### src/shared/lmg_defs.vh
// Constants for the link interrupt mask gate: register offsets, field positions and reset values.
// Assumes a 32-bit APB register bus with byte addresses.
`ifndef LMG_DEFS_VH
`define LMG_DEFS_VH

// ----------------------------------------------------------------
// Register byte offsets
// ----------------------------------------------------------------
`define LMG_OFS_MASK_SET     8'h88
`define LMG_OFS_MASK_CLR     8'h8C
`define LMG_OFS_EVT_STAT     8'h90
`define LMG_OFS_EVT_MASK     8'h94
`define LMG_OFS_TX_CTX_MASK  8'h98
`define LMG_OFS_RX_CTX_MASK  8'h9C

// ----------------------------------------------------------------
// Mask field layout
// ----------------------------------------------------------------
`define LMG_BIT_GLOBAL_GATE  31
`define LMG_BIT_MAKER_EXTRA  30
`define LMG_BIT_SOFT_EVENT   29
`define LMG_BIT_TIMED_RX     7
`define LMG_BIT_TIMED_TX     6
// Writable bits: all but 28 and 14..10
`define LMG_MASK_WRITABLE    32'hEFFF_83FF
`define LMG_MASK_RESET       32'h0000_0000

// ----------------------------------------------------------------
// Block status event layout
// ----------------------------------------------------------------
`define LMG_STAT_WIDTH       2
`define LMG_STAT_IRQ_RISE    0
`define LMG_STAT_GATE_FALL   1
`define LMG_STAT_RESET       2'h0
`define LMG_CTX_RESET        8'h00

`endif

### src/rtl/lmg_sync2.v
// Two-flop synchroniser for a bus of asynchronous level inputs.
// Assumes inputs are quasi-static levels; no data coherence across bits.
module lmg_sync2 #(
  parameter WIDTH = 32
) (
  input  wire             clk_in,
  input  wire             reset_n_in,
  input  wire [WIDTH-1:0] async_in,
  output wire [WIDTH-1:0] sync_out
);
  reg [WIDTH-1:0] meta_q;
  reg [WIDTH-1:0] sync_q;

  // First stage feeds only the second stage
  always @(posedge clk_in or negedge reset_n_in) begin
    if (!reset_n_in) begin
      meta_q <= {WIDTH{1'b0}};
      sync_q <= {WIDTH{1'b0}};
    end else begin
      meta_q <= async_in;
      sync_q <= meta_q;
    end
  end

  assign sync_out = sync_q;
endmodule // lmg_sync2

### src/rtl/lmg_ctx_summary.v
// Non-latched summary of per-context timed events against their per-context masks.
// Assumes event and mask inputs are synchronous to clk_in.
module lmg_ctx_summary #(
  parameter CTX = 8
) (
  input  wire           clk_in,
  input  wire           reset_n_in,
  input  wire [CTX-1:0] ctx_event_in,
  input  wire [CTX-1:0] ctx_mask_in,
  output wire           summary_out
);
  wire [CTX-1:0] hit;
  reg            summary_q;

  genvar g;
  generate
    for (g = 0; g < CTX; g = g + 1) begin : g_ctx
      assign hit[g] = ctx_event_in[g] & ctx_mask_in[g];
    end
  endgenerate

  // Registered so the summary is a clean flop output; follows the inputs, never latches
  always @(posedge clk_in or negedge reset_n_in) begin
    if (!reset_n_in) begin
      summary_q <= 1'b0;
    end else begin
      summary_q <= |hit;
    end
  end

  assign summary_out = summary_q;
endmodule // lmg_ctx_summary

### src/rtl/lmg_mask_gate.v
// Interrupt mask gate for a serial link-layer host controller, APB register slave.
// Assumes event levels arrive asynchronously and are synchronised here; one clock.
//
// Behaviour
// - Mask has a set view at 0x88 and a clear view at 0x8C.
// - Reads of either view return the mask unchanged, no side effect.
// - With global gate bit 31 set, any event ANDed with mask raises interrupt.
// - With global gate clear, the external interrupt stays inactive.
// - Mask bits other than 31 align with event bit positions.
// - Mask bit 30 enables the maker extra event bit 30.
// - Mask bit 29 enables the software raised event bit 29.
// - Mask bit 28 reserved, read-only, reads zero.
// - Mask bits 14 to 10 reserved, read-only, read zero.
// - Bits 27, 26, 24 enable late ack, line reg received, fatal fault.
// - Bits 25, 23..20 enable the period timing events.
// - Bits 19..15 enable line status, access failure, reset, node ident events.
// - Bits 9 and 8 enable atomic reply fault and deferred store fault.
// - Bits 7 and 6 enable timed receive and transmit summaries.
// - Bits 5..0 enable packet arrival, rx DMA and send done events.
// - Event bits 7 and 6 are non-latched ORs of masked per-context events.
//
// The implementer's own choice: the APB slave port.
`include "lmg_defs.vh"

module lmg_mask_gate #(
  parameter CTX = 8
) (
  input  wire            CLK_IN,
  input  wire            RESET_N_IN,
  // APB slave
  input  wire            PSEL_IN,
  input  wire            PENABLE_IN,
  input  wire            PWRITE_IN,
  input  wire [7:0]      PADDR_IN,
  input  wire [31:0]     PWDATA_IN,
  input  wire [3:0]      PSTRB_IN,
  output wire            PREADY_OUT,
  output reg  [31:0]     PRDATA_OUT,
  output wire            PSLVERR_OUT,
  // Event sources
  input  wire [31:0]     EVENT_IN,
  input  wire [CTX-1:0]  TX_CTX_EVENT_IN,
  input  wire [CTX-1:0]  RX_CTX_EVENT_IN,
  // Outputs
  output reg             HOST_IRQ_OUT,
  output wire            BLOCK_IRQ_OUT,
  output wire [31:0]     MASK_OUT
);

  // ----------------------------------------------------------------
  // Helpers
  // ----------------------------------------------------------------
  function is_addr;
    input [7:0] a;
    input [7:0] ofs;
    begin
      is_addr = (a == ofs);
    end
  endfunction

  function [31:0] strb_bits;
    input [3:0] s;
    begin
      strb_bits = {{8{s[3]}}, {8{s[2]}}, {8{s[1]}}, {8{s[0]}}};
    end
  endfunction

  // ----------------------------------------------------------------
  // Declarations
  // ----------------------------------------------------------------
  reg  [31:0]                mask_q;
  reg  [31:0]                mask_d;
  reg  [CTX-1:0]             tx_ctx_mask_q;
  reg  [CTX-1:0]             rx_ctx_mask_q;
  reg  [`LMG_STAT_WIDTH-1:0] stat_q;
  reg  [`LMG_STAT_WIDTH-1:0] stat_d;
  reg  [`LMG_STAT_WIDTH-1:0] stat_en_q;
  reg                        gate_prev_q;
  reg                        irq_prev_q;
  reg  [31:0]                rd_d;
  reg                        hit_d;

  wire [31:0]    ev_sync;
  wire [CTX-1:0] tx_sync;
  wire [CTX-1:0] rx_sync;
  wire           tx_sum;
  wire           rx_sum;
  wire [31:0]    ev_all;
  wire [31:0]    wmask;
  wire           acc;
  wire           wr;
  wire           irq_d;
  wire [`LMG_STAT_WIDTH-1:0] stat_ev;

  // ----------------------------------------------------------------
  // Input synchronisers and per-context summaries
  // ----------------------------------------------------------------
  lmg_sync2 #(.WIDTH(32)) u_sync_ev (
    .clk_in     (CLK_IN),
    .reset_n_in (RESET_N_IN),
    .async_in   (EVENT_IN),
    .sync_out   (ev_sync)
  );

  lmg_sync2 #(.WIDTH(CTX)) u_sync_tx (
    .clk_in     (CLK_IN),
    .reset_n_in (RESET_N_IN),
    .async_in   (TX_CTX_EVENT_IN),
    .sync_out   (tx_sync)
  );

  lmg_sync2 #(.WIDTH(CTX)) u_sync_rx (
    .clk_in     (CLK_IN),
    .reset_n_in (RESET_N_IN),
    .async_in   (RX_CTX_EVENT_IN),
    .sync_out   (rx_sync)
  );

  lmg_ctx_summary #(.CTX(CTX)) u_sum_tx (
    .clk_in       (CLK_IN),
    .reset_n_in   (RESET_N_IN),
    .ctx_event_in (tx_sync),
    .ctx_mask_in  (tx_ctx_mask_q),
    .summary_out  (tx_sum)
  );

  lmg_ctx_summary #(.CTX(CTX)) u_sum_rx (
    .clk_in       (CLK_IN),
    .reset_n_in   (RESET_N_IN),
    .ctx_event_in (rx_sync),
    .ctx_mask_in  (rx_ctx_mask_q),
    .summary_out  (rx_sum)
  );

  // Bits 7 and 6 come only from the context summaries, never from the pins
  assign ev_all = {ev_sync[31:`LMG_BIT_TIMED_RX+1], rx_sum, tx_sum,
                   ev_sync[`LMG_BIT_TIMED_TX-1:0]};

  // ----------------------------------------------------------------
  // APB access
  // ----------------------------------------------------------------
  // Zero wait states: every access completes in its first access cycle
  assign PREADY_OUT  = 1'b1;
  assign PSLVERR_OUT = 1'b0;
  assign acc   = PSEL_IN & PENABLE_IN;
  assign wr    = acc & PWRITE_IN;
  assign wmask = strb_bits(PSTRB_IN) & PWDATA_IN & `LMG_MASK_WRITABLE;

  // ----------------------------------------------------------------
  // Mask register, set and clear views
  // ----------------------------------------------------------------
  always @* begin
    mask_d = mask_q;
    if (wr && is_addr(PADDR_IN, `LMG_OFS_MASK_SET)) begin
      mask_d = mask_q | wmask;
    end else if (wr && is_addr(PADDR_IN, `LMG_OFS_MASK_CLR)) begin
      mask_d = mask_q & ~wmask;
    end
    // Reserved bits are never stored, so they always read zero
    mask_d = mask_d & `LMG_MASK_WRITABLE;
  end

  always @(posedge CLK_IN or negedge RESET_N_IN) begin
    if (!RESET_N_IN) begin
      mask_q <= `LMG_MASK_RESET;
    end else begin
      mask_q <= mask_d;
    end
  end

  // Per-context masks: plain read/write
  always @(posedge CLK_IN or negedge RESET_N_IN) begin
    if (!RESET_N_IN) begin
      tx_ctx_mask_q <= `LMG_CTX_RESET;
      rx_ctx_mask_q <= `LMG_CTX_RESET;
    end else begin
      if (wr && is_addr(PADDR_IN, `LMG_OFS_TX_CTX_MASK) && PSTRB_IN[0]) begin
        tx_ctx_mask_q <= PWDATA_IN[CTX-1:0];
      end
      if (wr && is_addr(PADDR_IN, `LMG_OFS_RX_CTX_MASK) && PSTRB_IN[0]) begin
        rx_ctx_mask_q <= PWDATA_IN[CTX-1:0];
      end
    end
  end

  // ----------------------------------------------------------------
  // External interrupt
  // ----------------------------------------------------------------
  // Aligned events AND enables; the gate bit has no event
  assign irq_d = mask_q[`LMG_BIT_GLOBAL_GATE] &
                 (|(ev_all[`LMG_BIT_MAKER_EXTRA:0] & mask_q[`LMG_BIT_MAKER_EXTRA:0]));

  always @(posedge CLK_IN or negedge RESET_N_IN) begin
    if (!RESET_N_IN) begin
      HOST_IRQ_OUT <= 1'b0;
    end else begin
      HOST_IRQ_OUT <= irq_d;
    end
  end

  assign MASK_OUT = mask_q;

  // ----------------------------------------------------------------
  // Block status: sticky, write-one-to-clear, set wins
  // ----------------------------------------------------------------
  always @(posedge CLK_IN or negedge RESET_N_IN) begin
    if (!RESET_N_IN) begin
      gate_prev_q <= 1'b0;
      irq_prev_q  <= 1'b0;
    end else begin
      gate_prev_q <= mask_q[`LMG_BIT_GLOBAL_GATE];
      irq_prev_q  <= HOST_IRQ_OUT;
    end
  end

  assign stat_ev = {gate_prev_q & ~mask_q[`LMG_BIT_GLOBAL_GATE], HOST_IRQ_OUT & ~irq_prev_q};

  always @* begin
    stat_d = stat_q;
    if (wr && is_addr(PADDR_IN, `LMG_OFS_EVT_STAT) && PSTRB_IN[0]) begin
      stat_d = stat_q & ~PWDATA_IN[`LMG_STAT_WIDTH-1:0];
    end
    stat_d = stat_d | stat_ev;
  end

  always @(posedge CLK_IN or negedge RESET_N_IN) begin
    if (!RESET_N_IN) begin
      stat_q    <= `LMG_STAT_RESET;
      stat_en_q <= `LMG_STAT_RESET;
    end else begin
      stat_q <= stat_d;
      if (wr && is_addr(PADDR_IN, `LMG_OFS_EVT_MASK) && PSTRB_IN[0]) begin
        stat_en_q <= PWDATA_IN[`LMG_STAT_WIDTH-1:0];
      end
    end
  end

  assign BLOCK_IRQ_OUT = |(stat_q & stat_en_q);

  // ----------------------------------------------------------------
  // Read data
  // ----------------------------------------------------------------
  always @* begin
    rd_d  = 32'h0000_0000;
    hit_d = 1'b1;
    case (PADDR_IN)
      `LMG_OFS_MASK_SET:    rd_d = mask_q;
      `LMG_OFS_MASK_CLR:    rd_d = mask_q;
      `LMG_OFS_EVT_STAT:    rd_d = {{(32-`LMG_STAT_WIDTH){1'b0}}, stat_q};
      `LMG_OFS_EVT_MASK:    rd_d = {{(32-`LMG_STAT_WIDTH){1'b0}}, stat_en_q};
      `LMG_OFS_TX_CTX_MASK: rd_d = {{(32-CTX){1'b0}}, tx_ctx_mask_q};
      `LMG_OFS_RX_CTX_MASK: rd_d = {{(32-CTX){1'b0}}, rx_ctx_mask_q};
      default:              hit_d = 1'b0;
    endcase
  end

  // Read data is captured in the setup cycle so it is stable from the access cycle
  always @(posedge CLK_IN or negedge RESET_N_IN) begin
    if (!RESET_N_IN) begin
      PRDATA_OUT <= 32'h0000_0000;
    end else if (PSEL_IN && !PENABLE_IN && !PWRITE_IN) begin
      PRDATA_OUT <= hit_d ? rd_d : 32'h0000_0000;
    end
  end

endmodule // lmg_mask_gate

### config.mk
export PLATFORM = sky130hd
export DESIGN_NAME = lmg_mask_gate
export DESIGN_NICKNAME = d
export VERILOG_FILES = /design/src/rtl/lmg_sync2.v /design/src/rtl/lmg_ctx_summary.v /design/src/rtl/lmg_mask_gate.v
export VERILOG_INCLUDE_DIRS = /design/src /design/src/shared
export SDC_FILE = /design/constraint.sdc
export NUM_CORES = 1
export LEC_CHECK = 0
export BUFFER_PORTS_ARGS = -buffer_cell sky130_fd_sc_hd__buf_2
export CAP_MARGIN = 30
export CELL_PAD_IN_SITES_DETAIL_PLACEMENT = 0
export CELL_PAD_IN_SITES_GLOBAL_PLACEMENT = 2
export CORE_MARGIN = 1
export CORE_UTILIZATION = 36
export CTS_CLUSTER_DIAMETER = 60
export DETAILED_ROUTE_END_ITERATION = 8
export PLACE_DENSITY_LB_ADDON = 0.3
export REMOVE_ABC_BUFFERS = 1
export SLEW_MARGIN = 20
export SYNTH_ARGS = -nofsm -noshare
export SYNTH_HDL_FRONTEND = slang
export SYNTH_SLANG_ARGS = --single-unit
### constraint.sdc
create_clock -name CLK_IN -period 2.43 [get_ports CLK_IN]
set_input_delay 0.1215 -clock CLK_IN [delete_from_list [all_inputs] [get_ports CLK_IN]]
set_output_delay 0.1215 -clock CLK_IN [all_outputs]
set_load 0.1 [all_outputs]
==> results.yml <==
global_routing:
  grt_pass1_vias: 3787
  grt_max_degree: 76
  track_usage: 0.174
  overflow: 0
  antenna_found_initial: 1
  grt_pass1_wl_um: 20700
detailed_routing:
  met2_length_um: 6100
  dr.pass1.iters: 5
  avgViaCountPerCell: 4.68
  vias: 3737
  drc: 0
  wl_met3_um: 653
  wl_met1_um: 5880
  top_layer_used: "met5"
  wl_per_cell_um: 16.0
  drt_iter0_markers: 149
  drt-total-wl_um: 12700
  ant_nets: 0
yosys:
  synthAdderAreaFrac: 0
  yosys_register_bits: 155
  ys_seq_area_frac: 0.695
  syn_avg_cell_area_sq_um: 14.0
  synth_top_area_frac: 0.695
  synth_compound_area_frac: 0.0848
  synth_cell_types: 38
  synth_cells: 398
  ys_warn_count: 0
  synthXorXnorAreaFrac: 0
  yosys-top-cells-area: "dfrtp_1 (70%), mux2i_1 (5.7%), mux2_2 (3.6%)"
  synth_top_family_by_area: "multiplexers"
  synth-simple-area-share: 0.0756
  synthMuxAreaShare: 0.0937
  synth_area_sq_mm: 0.00558
  yosys.area.top_type: "dfrtp_1"
sta:
  tightestPinTransition_ns: 0.517
  relSlewSlack: 0.658
  hold_violations: 0
  final_max_slew_viol_count: 0
  fin_crit_sh: 0.633
  period_needed_ns: 1.54
  fmax_mhz: 650
  fin_skew_ns: 0.0176
  setup-tns-final_ns: 0
  setup_viol: 0
  grt_setup_unrepaired: "no"
place:
  io_buffers: 135
  hpwl_um: 9040
  dpl_cell_area_sq_mm: 0.00643
  place_congestion: 0.737
cts:
  clk_latency_ns: 0.42
  clk_path_buf_depth: 2
  cts_max_level: 4
  cts_resized: 0
  root_buffer: "clkbuf_16"
  clock_sinks: 155
  tritoncts: "built"
  cts_buffers: 17
  path_clk_slew_ns: 0.06
power_and_ir_drop:
  power.density_mw_per_mm2: 725
  vdd_drop_max_v: 0.000438
  p_leak_nw: 3.84
setup_path:
  crit_required_ns: 2.31
  cp_max_fo: 4
  criticalPathCategory: "flip-flop to output port"
  critPathLaunchType: "flip-flop"
  crit_arrival_ns: 1.42
  cp-end-kind: "output port"
  r2r_slack_ns: 1.05
final_layout:
  drive_gt1_frac: 0.320
  final_common_cell: "dfrtp_1"
  layout.cells.most_common_list: "dfrtp_1 (155), buf_2 (134), dlygate4sd3_1 (55)"
  nets: 694
  num-fill-cells: 1351
  synthToLayoutAreaGrowth_pct: 34.5
  num_antenna_cells: 0
  fin_area_sq_mm: 0.00750
floorplanning:
  die-height_um: 126
  rows: 45
  die_x_um: 126
  initial_core_util: 0.368
  io_pins: 165
  dieArea_sq_mm: 0.0160
  coreArea_sq_mm: 0.0151
status:
  status: "finished clean"
worst_hold_path:
  hp-class: "primary input to flip-flop"
flow_run:
  maxCapViolCount: 0
-- worst max-delay path, cell delays in order (launching register included) --
cell and delay [ns]:
dfrtp_1 0.40, a22o_1 0.18, buf_2 0.43
-- final cells by class --
type                    count  area (sq um)  area share
well taps                 188           235      0.0313
clock inverters            11          71.3     0.00950
repair buffers            197          1300       0.173
multi-input cells         199          1470       0.196
inverters                  27           101      0.0135
flip-flops and latches    155          3880       0.517
clock buffers              21           450      0.0600
-- cell usage after synthesis --
cell and count:
a221o_1 2, a221oi_1 2, a222oi_1 1, a22o_1 23, a22oi_1 15, a31oi_1 2
a41oi_1 1, and2_1 1, and3_1 1, and3b_1 1, and4_1 2, buf_1 2
buf_2 4, buf_4 14, buf_6 1, clkbuf_1 8, conb_1 2, dfrtp_1 155
inv_1 27, mux2_2 18, mux2i_1 32, nand2_1 24, nand2b_1 1, nand3_1 20
nand3_2 1, nand3b_1 1, nand4_1 3, nand4b_1 4, nor2_1 2, nor2b_1 3
nor3_1 1, nor3b_1 2, nor4_4 2, o211ai_1 2, o21ai_0 15, or2_2 1
or3b_2 1, or3b_4 1
-- metrics by stage --
stage | hold WS, ns | total power [mW] | setup WS, ns | std cells | utilization
floorplan | -0.174 | 2.92 | 0.797 | 381 | -
CTS | 0.000158 | 5.51 | 0.862 | 798 | 0.495
global placement | 0.0875 | 3.10 | 0.519 | 711 | 0.425
finish | 0.00642 | 5.44 | 0.892 | 798 | 0.495
global route | 0.0111 | 5.66 | 0.830 | 798 | 0.495
detailed placement | 0.0908 | 3.11 | 0.563 | 711 | 0.425
-- path summary, 6_finish.rpt --
| kind | start | endpoint | cells after the start |
|---|---|---|---|
| min reg2reg | u_sync_ev.meta_q[30] | u_sync_ev.sync_out[30] | 0 |
| min in group asynchronous | RESET_N_IN | PRDATA_OUT[16] | 2 |
| max in group asynchronous | RESET_N_IN | PRDATA_OUT[23] | 3 |
| min | PWDATA_IN[23] | flip-flop | 3 |
| max reg2reg | flip-flop | HOST_IRQ_OUT | 3 |
| max | stat_q[1] | BLOCK_IRQ_OUT | 2 |
-- power breakdown --
group	leakage, nW	switching [mW]	internal (mW)
Sequential	1.82	0.0262	2.66
Combinational	1.76	0.297	0.146
Clock	0.257	0.992	1.32
Total	3.84	1.32	4.13
-- per-layer routing --
metal	vias up	track usage
met4	2	0.0553
met5	-	0
met2	116	0.283
li1	1765	-
met3	14	0.0553
met1	1840	0.221
-- cells by family (layout without fill, tap and decap cells) --
logic type | after synthesis | count (layout)
flip-flops | 155 | 155
AO/OA/AOI/OAI | 63 | 63
multiplexers | 50 | 50
other | 2 | 14
AND/OR/NAND/NOR | 72 | 72
buffers and inverters | 56 | 256
-- what timing repair did --
action                     CTS  global route
buffers inserted             0             0
setup endpoints to repair    0             0
hold buffers                55             0
hold endpoints to repair   111             0
(Power assumes the default switching activity.)
